[src/hw/bad_pkg.sv]
package bad_pkg;
   // ==========================================
   // Address map, 26-bit processor byte addresses.
   localparam int ADDR_W = 26;
   localparam logic [25:0] ROM_BASE = 26'h000_0000;
   localparam logic [25:0] ROM_TOP = 26'h01F_FFFF;
   localparam logic [25:0] ROM_MID = 26'h00F_FFFF;
   localparam logic [25:0] ROM_UPPER = 26'h010_0000;
   localparam logic [25:0] RSV1_BASE = 26'h020_0000;
   localparam logic [25:0] RSV1_TOP = 26'h03F_FFFF;
   localparam logic [25:0] DRAM_BASE = 26'h040_0000;
   localparam logic [25:0] DRAM_TOP = 26'h07F_FFFF;
   localparam logic [25:0] SOCK_BASE = 26'h080_0000;
   localparam logic [25:0] SOCK_TOP = 26'h0FF_FFFF;
   localparam logic [25:0] DMAW_BASE = 26'h300_0000;
   localparam logic [25:0] DMAW_TOP = 26'h37F_FFFF;
   localparam logic [25:0] DMAR_BASE = 26'h380_0000;
   localparam logic [25:0] DMAR_TOP = 26'h3BF_FFFF;
   localparam logic [25:0] MIX_BASE = 26'h3C0_0000;
   localparam logic [25:0] MIX_TOP = 26'h3DF_FFFF;
   localparam logic [25:0] RSV6_TOP = 26'h3CF_FFFF;
   localparam logic [25:0] EXP_BASE = 26'h3D0_0000;
   localparam logic [25:0] EXP_TOP = 26'h3D7_FFFF;
   localparam logic [25:0] SIO_BASE = 26'h3D8_0000;
   localparam logic [25:0] SIO_TOP = 26'h3DF_FFFF;
   localparam logic [25:0] SRAM_BASE = 26'h3E0_0000;
   localparam logic [25:0] SRAM_TOP = 26'h3FF_FFFF;
   localparam logic [25:0] OVL_BASE = 26'h3FF_E000;
   // ==========================================
   // Expansion window: 19 low bits pass, bank supplies 5 upper bits of 24.
   localparam int WIN_W = 19;
   localparam int EXP_W = 24;
   localparam int BANK_W = 5;
   localparam int WAIT_CYCLES = 2;
   // ==========================================
   // Select vector bit positions.
   localparam int SEL_ROM = 0;
   localparam int SEL_FLASH = 1;
   localparam int SEL_DRAM = 2;
   localparam int SEL_SOCK = 3;
   localparam int SEL_EXT4 = 4;
   localparam int SEL_EXT5 = 5;
   localparam int SEL_EXPM = 6;
   localparam int SEL_EXPI = 7;
   localparam int SEL_SIO = 8;
   localparam int SEL_SRAM = 9;
   localparam int SEL_W = 10;
endpackage

[src/hw/bad_bus_if.sv]
interface bad_bus_if;
   logic req;
   logic [25:0] addr;
   logic wr;
   logic [15:0] wdata;
   logic [15:0] rdata;
   logic rdata_oe;
   logic wait_req;
   logic done;
   logic dma_active;
   modport decoder (input req, addr, wr, wdata, dma_active, output rdata, rdata_oe, wait_req, done);
   modport processor (output req, addr, wr, wdata, dma_active, input rdata, rdata_oe, wait_req, done);
endinterface

[src/hw/bad_decoder.sv]
module bad_decoder #(
   parameter int WAIT_N = bad_pkg::WAIT_CYCLES
) (
   input wire logic clk_in,
   input wire logic resetn_in,
   bad_bus_if.decoder bus,
   input wire logic single_chip_in,
   input wire logic boot_select_pin_in,
   input wire logic strobes_disabled_in,
   input wire logic [bad_pkg::BANK_W-1:0] bank_in,
   input wire logic bank_io_in,
   input wire logic [15:0] dev_rdata_in,
   output logic [bad_pkg::SEL_W-1:0] sel_out,
   output logic [bad_pkg::EXP_W-1:0] exp_addr_out,
   output logic io_write_strobe_n_out,
   output logic io_read_strobe_n_out
);
   // ==========================================
   // Elaboration checks
   // The wait counter is eight bits wide, so longer waits cannot be counted.
   if (WAIT_N < 1 || WAIT_N > 255) begin : g_bad_wait_n
      $error("bad_decoder: WAIT_N out of range");
   end
   // The bank bits and the window bits must fill the expansion address exactly.
   if (bad_pkg::BANK_W + bad_pkg::WIN_W != bad_pkg::EXP_W) begin : g_bad_exp_w
      $error("bad_decoder: expansion address widths disagree");
   end

   // ==========================================
   // Pin synchronisers
   // Mode and configuration pins are meant to be static, but a change in use must not reach the
   // decode half settled, so each passes two flip-flops before anything reads it.
   localparam int PIN_N = 3;
   localparam int PIN_BOOT = 0;
   localparam int PIN_SINGLE = 1;
   localparam int PIN_NOSTROBE = 2;
   wire [PIN_N-1:0] pin_raw = {strobes_disabled_in, single_chip_in, boot_select_pin_in};
   logic [PIN_N-1:0] pin_s1;
   logic [PIN_N-1:0] pin_sync;
   for (genvar p = 0; p < PIN_N; p++) begin : g_pin_sync
      always_ff @(posedge clk_in or negedge resetn_in) begin
         if (!resetn_in) begin
            pin_s1[p] <= 1'b0;
            pin_sync[p] <= 1'b0;
         end else begin
            pin_s1[p] <= pin_raw[p];
            pin_sync[p] <= pin_s1[p];
         end
      end
   end
   wire boot_select = pin_sync[PIN_BOOT];
   wire single_chip = pin_sync[PIN_SINGLE];
   wire strobes_disabled = pin_sync[PIN_NOSTROBE];

   // ==========================================
   // Range decode
   logic [bad_pkg::SEL_W-1:0] next_sel;
   logic h_rom, h_dram, h_sock, h_dmaw, h_dmar, h_mix, h_exp, h_sio, h_sram, h_ovl;
   bad_range #(.LO(bad_pkg::ROM_BASE), .HI(bad_pkg::ROM_TOP)) u_rom (.addr_in(bus.addr), .hit_out(h_rom));
   bad_range #(.LO(bad_pkg::DRAM_BASE), .HI(bad_pkg::DRAM_TOP)) u_dram (.addr_in(bus.addr), .hit_out(h_dram));
   bad_range #(.LO(bad_pkg::SOCK_BASE), .HI(bad_pkg::SOCK_TOP)) u_sock (.addr_in(bus.addr), .hit_out(h_sock));
   bad_range #(.LO(bad_pkg::DMAW_BASE), .HI(bad_pkg::DMAW_TOP)) u_dmaw (.addr_in(bus.addr), .hit_out(h_dmaw));
   bad_range #(.LO(bad_pkg::DMAR_BASE), .HI(bad_pkg::DMAR_TOP)) u_dmar (.addr_in(bus.addr), .hit_out(h_dmar));
   bad_range #(.LO(bad_pkg::MIX_BASE), .HI(bad_pkg::MIX_TOP)) u_mix (.addr_in(bus.addr), .hit_out(h_mix));
   bad_range #(.LO(bad_pkg::EXP_BASE), .HI(bad_pkg::EXP_TOP)) u_exp (.addr_in(bus.addr), .hit_out(h_exp));
   bad_range #(.LO(bad_pkg::SIO_BASE), .HI(bad_pkg::SIO_TOP)) u_sio (.addr_in(bus.addr), .hit_out(h_sio));
   bad_range #(.LO(bad_pkg::SRAM_BASE), .HI(bad_pkg::SRAM_TOP)) u_sram (.addr_in(bus.addr), .hit_out(h_sram));
   bad_range #(.LO(bad_pkg::OVL_BASE), .HI(bad_pkg::SRAM_TOP)) u_ovl (.addr_in(bus.addr), .hit_out(h_ovl));

   // The flash half is picked by the address bit just below the block size.
   wire upper_half = bus.addr >= bad_pkg::ROM_UPPER;
   wire flash_hit = h_rom && single_chip && (upper_half == boot_select);
   wire rom_hit = h_rom && !flash_hit;
   // The shared pins carry strobes unless the configuration turns them off.
   wire strobes_on = !strobes_disabled;
   wire ext_free = !bus.dma_active && !strobes_on;
   // Internal RAM and peripheral registers lie over the top of the static RAM, so it stays dark there.
   wire sram_hit = h_sram && !h_ovl;
   wire sel_active = bus.req;

   // ==========================================
   // Select vector
   always_comb begin
      next_sel = '0;
      if (sel_active) begin
         next_sel[bad_pkg::SEL_ROM] = rom_hit;
         next_sel[bad_pkg::SEL_FLASH] = flash_hit;
         next_sel[bad_pkg::SEL_DRAM] = h_dram;
         next_sel[bad_pkg::SEL_SOCK] = h_sock;
         next_sel[bad_pkg::SEL_EXT4] = h_dmaw && ext_free;
         next_sel[bad_pkg::SEL_EXT5] = h_dmar && ext_free;
         next_sel[bad_pkg::SEL_EXPM] = h_exp && !bank_io_in;
         next_sel[bad_pkg::SEL_EXPI] = h_exp && bank_io_in;
         next_sel[bad_pkg::SEL_SIO] = h_sio;
         next_sel[bad_pkg::SEL_SRAM] = sram_hit;
      end
   end

   // ==========================================
   // Expansion address and strobes
   // Reserved areas, the internal overlay and locked shared blocks select nothing.
   wire any_sel = |next_sel;
   wire [bad_pkg::EXP_W-1:0] next_exp_addr = {bank_in, bus.addr[bad_pkg::WIN_W-1:0]};
   // The strobe logic cannot tell a DMA cycle from a processor cycle, so while DMA runs with the
   // strobe function on, every access pulls the matching strobe; the blocks behind them stay locked.
   wire strobe_wr = sel_active && bus.dma_active && strobes_on && bus.wr;
   wire strobe_rd = sel_active && bus.dma_active && strobes_on && !bus.wr;

   // ==========================================
   // Wait sequencer for the seventh block
   typedef enum logic [2:0] {
      BAD_IDLE = 3'b001,
      BAD_WAIT = 3'b010,
      BAD_DONE = 3'b100
   } bad_state_t;
   bad_state_t state, next_state;
   logic [7:0] cnt;
   // Every access in the seventh block waits; the count runs from zero in the wait state, so WAIT_N
   // cycles of wait request stand before the end pulse.
   wire mix_access = sel_active && h_mix;

   always_comb begin
      next_state = state;
      unique case (state)
         BAD_IDLE: begin
            // An access that selects nothing still ends, so the processor side is never left
            // waiting for an answer that cannot come; it simply sees no read data.
            if (mix_access) next_state = BAD_WAIT;
            else if (sel_active) next_state = BAD_DONE;
         end
         BAD_WAIT: begin
            if (cnt == 8'(WAIT_N - 1)) next_state = BAD_DONE;
         end
         BAD_DONE: begin
            next_state = BAD_IDLE;
         end
      endcase
   end

   always_ff @(posedge clk_in or negedge resetn_in) begin
      if (!resetn_in) begin
         state <= BAD_IDLE;
         cnt <= '0;
      end else begin
         state <= next_state;
         cnt <= (state == BAD_WAIT) ? cnt + 8'h01 : 8'h00;
      end
   end

   // ==========================================
   // Select and expansion address outputs
   always_ff @(posedge clk_in or negedge resetn_in) begin
      if (!resetn_in) begin
         sel_out <= '0;
         exp_addr_out <= '0;
      end else begin
         sel_out <= (state == BAD_DONE) ? '0 : next_sel;
         exp_addr_out <= next_exp_addr;
      end
   end

   // ==========================================
   // Shared strobe outputs
   // Both strobes are active low, reset high, and go low only for an access while DMA runs with the strobe function on.
   always_ff @(posedge clk_in or negedge resetn_in) begin
      if (!resetn_in) begin
         io_write_strobe_n_out <= 1'b1;
         io_read_strobe_n_out <= 1'b1;
      end else begin
         io_write_strobe_n_out <= !strobe_wr;
         io_read_strobe_n_out <= !strobe_rd;
      end
   end

   // ==========================================
   // Bus response
   // Read data goes out only for a selected read, so hidden and reserved addresses leave the bus undriven.
   always_ff @(posedge clk_in or negedge resetn_in) begin
      if (!resetn_in) begin
         bus.rdata <= 16'h0000;
         bus.rdata_oe <= 1'b0;
         bus.wait_req <= 1'b0;
         bus.done <= 1'b0;
      end else begin
         bus.rdata <= any_sel ? dev_rdata_in : 16'h0000;
         bus.rdata_oe <= any_sel && !bus.wr && (next_state == BAD_DONE);
         bus.wait_req <= mix_access && (next_state != BAD_DONE);
         bus.done <= (next_state == BAD_DONE);
      end
   end
endmodule

[src/hw/bad_range.sv]
module bad_range #(
   parameter logic [25:0] LO = 26'h000_0000,
   parameter logic [25:0] HI = 26'h000_0000
) (
   input wire logic [25:0] addr_in,
   output logic hit_out
);
   if (LO > HI) begin : g_bad_bounds
      $error("bad_range: LO above HI");
   end
   assign hit_out = (addr_in >= LO) && (addr_in <= HI);
endmodule

[src/flat_wrapper.sv]
// flat-port wrapper written by rule: the top's interface ports become plain ports
module bad_decoder_flat 
#(
   parameter int WAIT_N = bad_pkg::WAIT_CYCLES
)
  (clk_in, resetn_in, single_chip_in, boot_select_pin_in, strobes_disabled_in, bank_in, bank_io_in, dev_rdata_in, sel_out, exp_addr_out, io_write_strobe_n_out, io_read_strobe_n_out, bus_req, bus_addr, bus_wr, bus_wdata, bus_dma_active, bus_rdata, bus_rdata_oe, bus_wait_req, bus_done);
  bad_bus_if bus_i ();
  input wire logic clk_in;
  input wire logic resetn_in;
  input wire logic single_chip_in;
  input wire logic boot_select_pin_in;
  input wire logic strobes_disabled_in;
  input wire logic [bad_pkg::BANK_W-1:0] bank_in;
  input wire logic bank_io_in;
  input wire logic [15:0] dev_rdata_in;
  output logic [bad_pkg::SEL_W-1:0] sel_out;
  output logic [bad_pkg::EXP_W-1:0] exp_addr_out;
  output logic io_write_strobe_n_out;
  output logic io_read_strobe_n_out;
  input wire logic [$bits(bus_i.req)-1:0] bus_req;
  input wire logic [$bits(bus_i.addr)-1:0] bus_addr;
  input wire logic [$bits(bus_i.wr)-1:0] bus_wr;
  input wire logic [$bits(bus_i.wdata)-1:0] bus_wdata;
  input wire logic [$bits(bus_i.dma_active)-1:0] bus_dma_active;
  output wire logic [$bits(bus_i.rdata)-1:0] bus_rdata;
  output wire logic [$bits(bus_i.rdata_oe)-1:0] bus_rdata_oe;
  output wire logic [$bits(bus_i.wait_req)-1:0] bus_wait_req;
  output wire logic [$bits(bus_i.done)-1:0] bus_done;
  assign bus_i.req = bus_req;
  assign bus_i.addr = bus_addr;
  assign bus_i.wr = bus_wr;
  assign bus_i.wdata = bus_wdata;
  assign bus_i.dma_active = bus_dma_active;
  assign bus_rdata = bus_i.rdata;
  assign bus_rdata_oe = bus_i.rdata_oe;
  assign bus_wait_req = bus_i.wait_req;
  assign bus_done = bus_i.done;
  bad_decoder #(.WAIT_N(WAIT_N)) u_core (.clk_in(clk_in), .resetn_in(resetn_in), .bus(bus_i), .single_chip_in(single_chip_in), .boot_select_pin_in(boot_select_pin_in), .strobes_disabled_in(strobes_disabled_in), .bank_in(bank_in), .bank_io_in(bank_io_in), .dev_rdata_in(dev_rdata_in), .sel_out(sel_out), .exp_addr_out(exp_addr_out), .io_write_strobe_n_out(io_write_strobe_n_out), .io_read_strobe_n_out(io_read_strobe_n_out));
endmodule
[config.mk]
export PLATFORM = sky130hd
export DESIGN_NAME = bad_decoder_flat
export DESIGN_NICKNAME = d
export VERILOG_FILES = /design/src/hw/bad_pkg.sv /design/src/hw/bad_bus_if.sv /design/src/hw/bad_decoder.sv /design/src/hw/bad_range.sv /design/src/flat_wrapper.sv
export SDC_FILE = /design/constraint.sdc
export NUM_CORES = 1
export LEC_CHECK = 0
export BUFFER_PORTS_ARGS = -buffer_cell sky130_fd_sc_hd__clkbuf_2
export CELL_PAD_IN_SITES_DETAIL_PLACEMENT = 1
export CELL_PAD_IN_SITES_GLOBAL_PLACEMENT = 2
export CORE_ASPECT_RATIO = 1.4
export CORE_MARGIN = 2
export CORE_UTILIZATION = 28
export CTS_CLUSTER_SIZE = 10
export DETAILED_ROUTE_END_ITERATION = 16
export PLACE_DENSITY_LB_ADDON = 0.15
export SETUP_SLACK_MARGIN = 0.1
export SLEW_MARGIN = 20
export SYNTH_ARGS = -nofsm -noshare
export SYNTH_HDL_FRONTEND = slang
export SYNTH_SLANG_ARGS = --single-unit
[constraint.sdc]
create_clock -name clk_in -period 2.1 [get_ports clk_in]
set_clock_uncertainty 0.15 [all_clocks]
set_input_delay 0 -clock clk_in [delete_from_list [all_inputs] [get_ports clk_in]]
set_output_delay 0 -clock clk_in [all_outputs]
set_load 0.02 [all_outputs]
==> results by group, run 1 <==
Outcome
  • Status: complete, no violations

Route
  • Drt via density: 4.245
  • Drt first pass iters: 2
  • Post-DR wirelength/cell: ~15 µm
  • Antenna Violating Nets Remaining: 0
  • Vias: about 2000
  • 1st-iter DRT viols: 35
  • Final wirelength: 7152 µm
  • DR DRC count: 0

Setup path
  • Startpoint types: register
  • End of the critical path: u_core.sel_out[7]$_DFF_PN0_
  • Worst Setup End Kind: register
  • Worst Path Required: 2.22 ns
  • FF-to-FF End: u_core.sel_out[7]$_DFF_PN0_
  • Worst r2r src: u_core.state[0]$_DFF_PN1_
  • WS Path Type: register to register
  • Reg2reg path depth: 5
  • Crit path from: u_core.state[0]$_DFF_PN1_
  • Reg2reg setup slack: ~0.21 ns
  • CP arrival: 2.00 ns
  • CP max FO: 4

Power
  • Leakage: 2.061 nW
  • Peak VDD IR: between 0.5 and 0.6 mV
  • Cell Pwr Density: 848.4 nW/µm²

STA
  • Final period utilization: 0.8988
  • Fmax achieved: about 530 MHz
  • Unrepaired setup endpoints after global routing: yes
  • Hold Violations, Final: 0
  • Setup TNS: 0 ns
  • Max Slew Vio Count: 0
  • Final min period: 1.887 ns
  • Final setup violation count: 0
  • Slew @ Worst Pin: 0.6468 ns
  • Relative slew margins: 0.5688

Clock network
  • Max Root-Sink Buffers: 2
  • Clock slew at reported path FFs: approximately 0.05 ns
  • H-tree level count: 3
  • Clock Root Buffer: clkbuf_16
  • CTS sink cnt: 72
  • CTS tree: built
  • Clock Latency Late Sink: 0.33 ns
  • Cts bufs inserted: 9

Logic synthesis
  • Post-synth top area share: 0.6876
  • Synth cell count leaders: dfrtp_1 (69), nor2_1 (16), and2_4 (10), and2_1 (7), nand3_1 (7)
  • Netlist cell types: 31
  • Yosys reg bits: 72
  • Top post-synthesis cells by area: dfrtp_1 (69%), and2_4 (3.5%), dfstp_2 (3.1%)
  • Compound-Gate Fraction of Synth Area: 0.04434
  • Mean Syn Cell Area: about 14 µm²
  • Post-Synth XOR/XNOR Area: 0.02790
  • Mapped Cells: roughly 180
  • Synth area leader: dfrtp_1
  • Main combinational cell family by area after synthesis: simple AND/OR/NAND/NOR gates
  • EDFF count, synth: 0
  • Post-Synth Simple-Gate Area: 0.1824
  • Post-Synth Adder-Cell Area: 0.009965
  • Net Count, Synth: 250
  • Synth Flop Type: dfrtp_1
  • YS warnings: 0
  • Mux cell area share after synthesis: 0
  • Mapped Area: 2511 µm²
  • Register area share after synthesis: 0.7190
  • Asr flop ratio synth: 1.000
  • Most frequent cell after synthesis: dfrtp_1

Floorplanning
  • I/O Pins: between 100 and 150
  • Num rows: 40
  • Die height: 116.1 µm
  • Die width: 84.04 µm
  • Core area: 8658 µm²
  • Initial Util: 0.2900
  • Die area: 9752 µm²

Global route
  • Tot GR Track Use: 0.1561
  • First-pass GRT wire length: 11250 µm
  • Initial antenna violation count: 0
  • Global route total overflow: 0
  • Largest net degree at the start of global routing: 73
  • Vias in the first global route: approximately 2200

Place
  • DP HPWL: roughly 4500 µm
  • Port bufs: 110
  • Post-DP Area: ~3200 µm²
  • GP Congestion: 0.7346

Final layout
  • Inserted Diodes: 0
  • Share of layout cells above drive strength 1: 0.4130
  • Area Growth Syn to Fin: 66.07%
  • Finished Cell Area: 4170 µm²
  • Final nets: ~440

Run
  • Max-Cap Viols: 0

Hold path
  • Min-Delay Path Class: input pin to register
stage by stage:
| step | worst slack [ns] | power, mW | hold WS, ns | instances | utilization |
|---|---|---|---|---|---|
| finish | 0.2125 | 3.538 | 0.02231 | 473 | 0.4816 |
| detailed placement | 0.3237 | 1.914 | -0.09023 | 391 | 0.3694 |
| CTS | 0.1410 | 3.545 | 0.01449 | 470 | 0.4769 |
| global route | 0.08242 | 3.714 | 0.05519 | 473 | 0.4816 |
| global placement | 0.3159 | 1.907 | -0.09196 | 391 | 0.3694 |
| floorplan | 0.4735 | 1.727 | -0.4456 | 176 | - |
how the worst min path moves through the flow:
stage	startpoint	end	slack, ns	cells past startpoint
CTS	bus_addr[22]	u_core.bus.wait_req$_DFF_PN0_	0.01	4
global placement	resetn_in	u_core.sel_out[7]$_DFF_PN0_	-0.09	2
finish	bus_addr[22]	u_core.bus.wait_req$_DFF_PN0_	0.02	4
global route	bus_addr[22]	u_core.bus.wait_req$_DFF_PN0_	0.06	4
floorplan	resetn_in	u_core.boot_select$_DFF_PN0_	-0.45	0
detailed placement	resetn_in	u_core.sel_out[7]$_DFF_PN0_	-0.09	2
worst max-delay path, cell delays in order (launching register included):
cell and delay, ns:
dfstp_2 0.55, inv_1 0.08, nand2b_1 0.15, nand3_2 0.14, nor3b_2 0.20, dlygate4sd3_1 0.56
state kept, by name, summed over array words and instances, names as in the netlist, 3 cells and up:
name and cells:
u_core.exp_addr_out 24, u_core.pin_s1 3, u_core.state 3, u_core.bus.rdata 16, u_core.sel_out 10, u_core.cnt 8
cell usage in the layout (no fill, tap or decap), types with 2 or more instances in the layout:
cell type | synthesis | layout
a21oi_1 | 3 | 3
nor2_1 | 16 | 16
and2_1 | 7 | 7
nand2b_1 | 3 | 3
clkinv_2 | 0 | 2
buf_4 | 0 | 4
dlygate4sd3_1 | 0 | 63
inv_1 | 5 | 5
xnor2_1 | 5 | 5
ha_1 | 2 | 2
nor4_1 | 3 | 3
clkbuf_16 | 0 | 9
nor3b_1 | 4 | 3
dfrtp_1 | 69 | 68
o21ai_0 | 5 | 5
clkbuf_1 | 0 | 2
and2_4 | 10 | 10
clkbuf_8 | 0 | 2
nor3_1 | 4 | 3
or3_1 | 2 | 2
and3_1 | 4 | 4
nand3_1 | 7 | 6
nand4_1 | 3 | 3
xor2_1 | 3 | 3
dfstp_2 | 3 | 3
nor3b_2 | 1 | 2
clkbuf_2 | 0 | 109
nand2_1 | 6 | 6
per-layer routing:
layer | vias up | track usage | share of wire
met4 | 0 | 0.09892 | 0.030
met2 | 66 | 0.2868 | 0.57
met1 | 956 | 0.1590 | 0.35
met5 | - | 0 | 0
met3 | 17 | 0.03561 | 0.050
li1 | 969 | - | -
repair_timing:
item                                    CTS  global route
hold endpoints to repair                131             0
hold buffers                             63             0
endpoints found under the setup margin    0             5
resized for setup                         0             5
buffers inserted                          0             3
kinds of logic after synthesis:
kind of cell / after synthesis
AO/OA/AOI/OAI: 12
XOR/XNOR: 8
flip-flops: 72
adder cells (fa/ha/maj): 2
buffers and inverters: 7
AND/OR/NAND/NOR: 75
where the power goes:
group,leakage [nW],internal [mW],total [mW],switching (mW)
Sequential,0.915,1.47,1.52,0.0473
Combinational,0.996,0.240,0.504,0.264
Clock,0.150,0.980,1.52,0.537
layout make-up:
cell class                      count  area [µm²]
Clock buffer                       13       260.3
Clock inverter                      3       40.04
Fill cell                         947        4488
Inverter                            5       18.77
Multi-Input combinational cell     97       681.9
Sequential cell                    72        1807
Tap cell                          105       131.4
Timing Repair Buffer              178        1231
No activity file was read; power rests on OpenSTA's default activity.
==> run 2: changes to the inputs <==
--- a/config.mk
+++ b/config.mk
@@ -5,14 +5,14 @@
 export SDC_FILE = /design/constraint.sdc
 export NUM_CORES = 1
 export LEC_CHECK = 0
-export BUFFER_PORTS_ARGS = -buffer_cell sky130_fd_sc_hd__clkbuf_2
-export CELL_PAD_IN_SITES_DETAIL_PLACEMENT = 1
+export CELL_PAD_IN_SITES_DETAIL_PLACEMENT = 2
 export CELL_PAD_IN_SITES_GLOBAL_PLACEMENT = 2
 export CORE_ASPECT_RATIO = 1.4
 export CORE_MARGIN = 2
-export CORE_UTILIZATION = 28
+export CORE_UTILIZATION = 38
 export CTS_CLUSTER_SIZE = 10
 export DETAILED_ROUTE_END_ITERATION = 16
+export DONT_BUFFER_PORTS = 1
 export PLACE_DENSITY_LB_ADDON = 0.15
 export SETUP_SLACK_MARGIN = 0.1
 export SLEW_MARGIN = 20
==> run 2 against run 1 <==
Against the previous run: maximum frequency down 1.0%; die area fell by 25%; final cell count down 31%; largest cell class unchanged; critical endpoint is now u_core.sel_out[2]$_DFF_PN0_.
==> results by group, run 2 (synthesis results as in run 1) <==
STA
  • Fmax achieved: 524.5 MHz
  • Final period utilization: 0.9079
  • Final setup violation count: 0
  • Slew @ Worst Pin: 0.6629 ns
  • Unrepaired setup endpoints after global routing: yes
  • Max Slew Vio Count: 0
  • Hold Violations, Final: 0
  • Final min period: between 1.5 and 2 ns
  • Relative slew margins: 0.5581
  • Setup TNS: 0 ns

Final layout
  • Area Growth Syn to Fin: 37.87%
  • Commonest non-fill, non-tap cell in the layout: dfrtp_1
  • Most frequent cells in the layout: dfrtp_1 (68), dlygate4sd3_1 (58), nor2_1 (16)
  • Biggest register: u_core.exp_addr_out
  • Final nets: 320
  • Max reg flops: 24
  • Inserted Diodes: 0
  • Biggest regs: u_core.exp_addr_out: 24 flops, u_core.bus.rdata: 16 flops, u_core.sel_out: 10 flops
  • Share of layout cells above drive strength 1: 0.1633

Floorplanning
  • Initial Util: 0.3875
  • Core area: about 6500 µm²
  • I/O Pins: 127
  • Die height: 100.2 µm
  • Die area: roughly 7300 µm²
  • Die width: ~73 µm
  • Num rows: 35

Global route
  • Tot GR Track Use: 0.2061
  • Largest net degree at the start of global routing: 73
  • Initial antenna violation count: 0
  • Global route total overflow: 0
  • First-pass GRT wire length: 10940 µm
  • Vias in the first global route: 1949

Setup path
  • CP max FO: 7
  • Reg2reg setup slack: approximately 0.19 ns
  • Startpoint types: register
  • Worst Path Required: about 2.2 ns
  • WS Path Type: register to register
  • CP arrival: 2.02 ns
  • Worst Setup End Kind: register

Route
  • DR DRC count: 0
  • 1st-iter DRT viols: 46
  • Final wirelength: ~7200 µm
  • Antenna Violating Nets Remaining: 0
  • Post-DR wirelength/cell: around 22 µm
  • Vias: 1664
  • Drt via density: around 5.1
  • Drt first pass iters: 4

Clock network
  • CTS sink cnt: 72
  • Clock Root Buffer: clkbuf_8
  • H-tree level count: 3
  • Clock slew at reported path FFs: 0.09 ns
  • Max Root-Sink Buffers: 2
  • Clock Latency Late Sink: 0.34 ns
  • CTS tree: built
  • Cts bufs inserted: 9

Power
  • Power share of the combinational group: 0.111
  • Seq pwr share: 0.496
  • Peak VDD IR: 0.5239 mV
  • Cell Pwr Density: 922.4 nW/µm²
  • Clock power frac: 0.393
  • Power Total: around 3.2 mW
  • Switching power share of the total: 0.2735
  • Sw power: 0.8735 mW
  • P_int: 2.320 mW
  • Leakage: 1.550 nW

Run
  • Max-Cap Viols: 0

Place
  • DP HPWL: 3620 µm
  • GP Congestion: about 0.7
  • Port bufs: 0

Hold path
  • Min-Delay Path Class: input pin to async pin

Outcome
  • Status: complete, no violations
run 2: worst paths after layout:
check                                                start  cells past startpoint                                endpoint
worst min-delay path                             resetn_in                      2             u_core.sel_out[7]$_DFF_PN0_
min in group clk_in                                bus_req                      2               u_core.state[0]$_DFF_PN1_
worst min register to register  u_core.pin_s1[2]$_DFF_PN0_                      0       u_core.strobes_disabled$_DFF_PN0_
max in group asynchronous                        resetn_in                      2  u_core.io_write_strobe_n_out$_DFF_PN1_
worst max register to register   u_core.state[2]$_DFF_PN0_                      5             u_core.sel_out[2]$_DFF_PN0_
worst max-delay path             u_core.state[2]$_DFF_PN0_                      5             u_core.sel_out[2]$_DFF_PN0_
run 2: critical path: stages, from the launching register on:
cell           delay (ns)
dfrtp_1              0.47
nand2b_1             0.16
nand2b_4             0.16
nand3_2              0.10
nor3b_2              0.21
dlygate4sd3_1        0.59
run 2: cell type report:
type | instances | area [µm²]
Clock buffer | 9 | 123.9
Clock inverter | 7 | 102.6
Fill cell | 611 | 3019
Inverter | 5 | 18.77
Multi-Input combinational cell | 97 | 689.4
Sequential cell | 72 | 1807
Tap cell | 74 | 92.59
Timing Repair Buffer | 61 | 628.1
run 2: repair_timing:
action / CTS / global route
buffers inserted: 0 / 1
endpoints found under the hold margin: 133 / 0
endpoints found under the setup margin: 0 / 4
hold buffers: 60 / 0
gates resized for setup: 0 / 7
run 2: stage by stage:
step	setup slack, ns	utilization	std cells	area [µm²]	hold slack [ns]
final	0.1934	0.5342	325	3462	0.03743
after CTS	0.1402	0.5286	324	3426	0.04209
after detailed placement	0.3300	0.3983	248	2581	-0.4440
after global placement	0.3895	0.3983	248	2581	-0.4439
after global routing	0.1053	0.5342	325	3462	0.03823
after floorplan	0.4735	-	176	2511	-0.4456
run 2: power groups by stage:
stage / combinational, mW / clock [mW] / sequential, mW
floorplan: 0.133 / 0 / 1.59
detailed placement: 0.158 / 0 / 1.62
global route: 0.391 / 1.35 / 1.59
CTS: 0.292 / 1.25 / 1.59
finish: 0.356 / 1.25 / 1.58
global placement: 0.150 / 0 / 1.61
run 2: layer usage:
metal | share of wire | routed length [µm] | track usage | up-vias
met5 | 0 | 0 | 0 | -
met4 | 0.021 | 149 | 0.05983 | 0
met3 | 0.052 | 371 | 0.06426 | 12
met2 | 0.59 | 4229 | 0.3944 | 68
met1 | 0.34 | 2403 | 0.2078 | 856
li1 | - | - | - | 728
==> run 3: changes to the inputs <==
--- a/config.mk
+++ b/config.mk
@@ -5,11 +5,12 @@
 export SDC_FILE = /design/constraint.sdc
 export NUM_CORES = 1
 export LEC_CHECK = 0
+export ABC_CLOCK_PERIOD_IN_PS = 2100
 export CELL_PAD_IN_SITES_DETAIL_PLACEMENT = 2
 export CELL_PAD_IN_SITES_GLOBAL_PLACEMENT = 2
-export CORE_ASPECT_RATIO = 1.4
 export CORE_MARGIN = 2
-export CORE_UTILIZATION = 38
+export CORE_UTILIZATION = 40
+export CTS_BUF_LIST = sky130_fd_sc_hd__clkbuf_2 sky130_fd_sc_hd__clkbuf_4 sky130_fd_sc_hd__clkbuf_8
 export CTS_CLUSTER_SIZE = 10
 export DETAILED_ROUTE_END_ITERATION = 16
 export DONT_BUFFER_PORTS = 1
==> run 3 against run 2 <==
Against the previous run: register-to-register slack got worse by 0.07 ns; combinational power rose by 10%; non-clock buffer count rose by 7; cell area rose by 1.3%; sequential share of layout area fell by 0.62 points; global-route usage rose by 4.0 points; final cell count rose by 2.2%; maximum frequency fell by 3.6%; setup slack got worse by 0.070 ns; largest power group unchanged; highest routed layer unchanged.
==> results by group, run 3 (synthesis results as in run 1) <==
Outcome
  • Status: complete, no violations

Setup path
  • Startpoint types: register
  • Buf/Inv on CP: 1
  • Crit path from: u_core.state[1]$_DFF_PN0_
  • WS Path Type: register to register
  • Crit path max-delay family: simple AND/OR/NAND/NOR gates
  • Max stage delay cell, worst path: dlygate4sd3_1
  • CP peak stage delay: approximately 0.60 ns
  • CP arrival: 2.05 ns
  • FF-to-FF End: u_core.sel_out[9]$_DFF_PN0_
  • Reg2reg path depth: 4
  • Worst r2r src: u_core.state[1]$_DFF_PN0_
  • CP cell instances: nand2b_1, nor2_1, nor4_1, dlygate4sd3_1
  • Worst Setup End Kind: register
  • CP max FO: 7
  • Worst Path Required: 2.18 ns
  • Reg2reg setup slack: between 0.1 and 0.15 ns

Floorplanning
  • Initial Util: 0.4192
  • I/O Pins: 127
  • Die height: 83.24 µm
  • Die width: 83.24 µm
  • Die area: 6928 µm²
  • Core area: between 5000 and 6000 µm²
  • Num rows: 28

Final layout
  • Share of layout cells above drive strength 1: 0.1634
  • Biggest regs: u_core.exp_addr_out: 24 flops, u_core.bus.rdata: 16 flops, u_core.sel_out: 10 flops
  • Area Growth Syn to Fin: 39.61%
  • Util after Layout: 0.5852
  • Biggest register: u_core.exp_addr_out
  • Commonest non-fill, non-tap cell in the layout: dfrtp_1
  • Post-route insts no fill: 332
  • Finished Cell Area: 3506 µm²
  • Most frequent cells in the layout: dfrtp_1 (67), dlygate4sd3_1 (65), nor2_1 (15)
  • Max reg flops: 24
  • Inserted Diodes: 0
  • Final nets: 327

Route
  • Vias: 1695
  • Antenna Violating Nets Remaining: 0
  • Drt via density: 5.105
  • DR DRC count: 0
  • Drt first pass iters: 4
  • 1st-iter DRT viols: 84
  • Post-DR wirelength/cell: 24.94 µm
  • Final wirelength: just over 8000 µm

Clock network
  • H-tree level count: 3
  • CTS tree: built
  • Clock slew at reported path FFs: 0.08 ns
  • Cts bufs inserted: 9
  • Max Root-Sink Buffers: 2
  • Clock Latency Late Sink: 0.35 ns
  • Clock Root Buffer: clkbuf_8
  • CTS sink cnt: 72

STA
  • Slew @ Worst Pin: 0.6852 ns
  • Unrepaired setup endpoints after global routing: yes
  • Final min period: 1.977 ns
  • Relative slew margins: 0.5432
  • Hold Violations, Final: 0
  • Max Slew Vio Count: 0
  • Final period utilization: 0.9414
  • Hold Worst Slack: 0.04585 ns
  • Worst setup margin: 0.1231 ns
  • Fmax achieved: around 510 MHz
  • Setup TNS: 0 ns
  • Final setup violation count: 0

Global route
  • Initial antenna violation count: 0
  • Met1 usage: 0.2699
  • M2 GR Usage: 0.4516
  • Vias in the first global route: 2088
  • Global route total overflow: 0
  • Largest net degree at the start of global routing: 73
  • Global route hottest layer: met2
  • First-pass GRT wire length: 12590 µm
  • Tot GR Track Use: 0.2466
  • Met3 usage: 0.08549

Place
  • GP Congestion: 0.7004
  • DP HPWL: 4189 µm
  • Port bufs: 0
  • DP Worst Slack: around 0.33 ns
  • Inst Count DP: 249
  • Post-DP Area: 2582 µm²

Power
  • Leakage: 1.567 nW
  • Cell Pwr Density: about 890 nW/µm²
  • Power Total: 3.126 mW
  • Peak VDD IR: around 0.5 mV

Run
  • Max-Cap Viols: 0

Hold path
  • Min-Delay Path Class: input pin to async pin
run 3: metal layers:
layer  share of wire  up-vias  routed length (µm)
li1                -      744                   -
met1            0.37      861                3049
met2            0.56       81                4607
met3           0.065        9                 538
met4           0.010        0                  85
met5               0        -                   0
run 3: power breakdown:
group	total, mW	leakage (nW)	internal, mW	switching (mW)
Sequential	1.59	0.914	1.47	0.120
Clock	1.14	0.106	0.612	0.532
Combinational	0.393	0.548	0.190	0.202
run 3: what timing repair did:
action                                 in CTS  in global routing
setup endpoints to repair                   0                  6
gates resized for setup                     0                  7
endpoints found under the hold margin     133                  0
hold buffers                               66                  0
setup buffers                               0                  2
run 3: how the worst max path moves through the flow:
stage                                                to  slack (ns)  cells past startpoint
final                       u_core.sel_out[9]$_DFF_PN0_        0.12                      4
after global routing        u_core.sel_out[9]$_DFF_PN0_        0.05                      4
after CTS                   u_core.sel_out[6]$_DFF_PN0_        0.10                      6
after detailed placement  u_core.bus.rdata_oe$_DFF_PN0_        0.33                      4
after global placement    u_core.bus.rdata_oe$_DFF_PN0_        0.37                      4
after floorplan           u_core.bus.rdata[0]$_DFF_PN0_        0.47                      5
run 3: worst reg2reg max path, delay by kind of cell (launching register included):
kind	cells	cell delay, ns
and+or+nand+nor	3	0.66
DFF	1	0.47
buffers and inverters	1	0.60
run 3: final cells by class:
type | count | area [µm²]
inverters | 5 | 18.77
flip-flops and latches | 72 | 1808
multi-input cells | 97 | 688.2
well taps | 75 | 93.84
fillers | 498 | 2485
clock inverters | 4 | 52.55
repair buffers | 68 | 693.2
clock buffers | 11 | 151.4
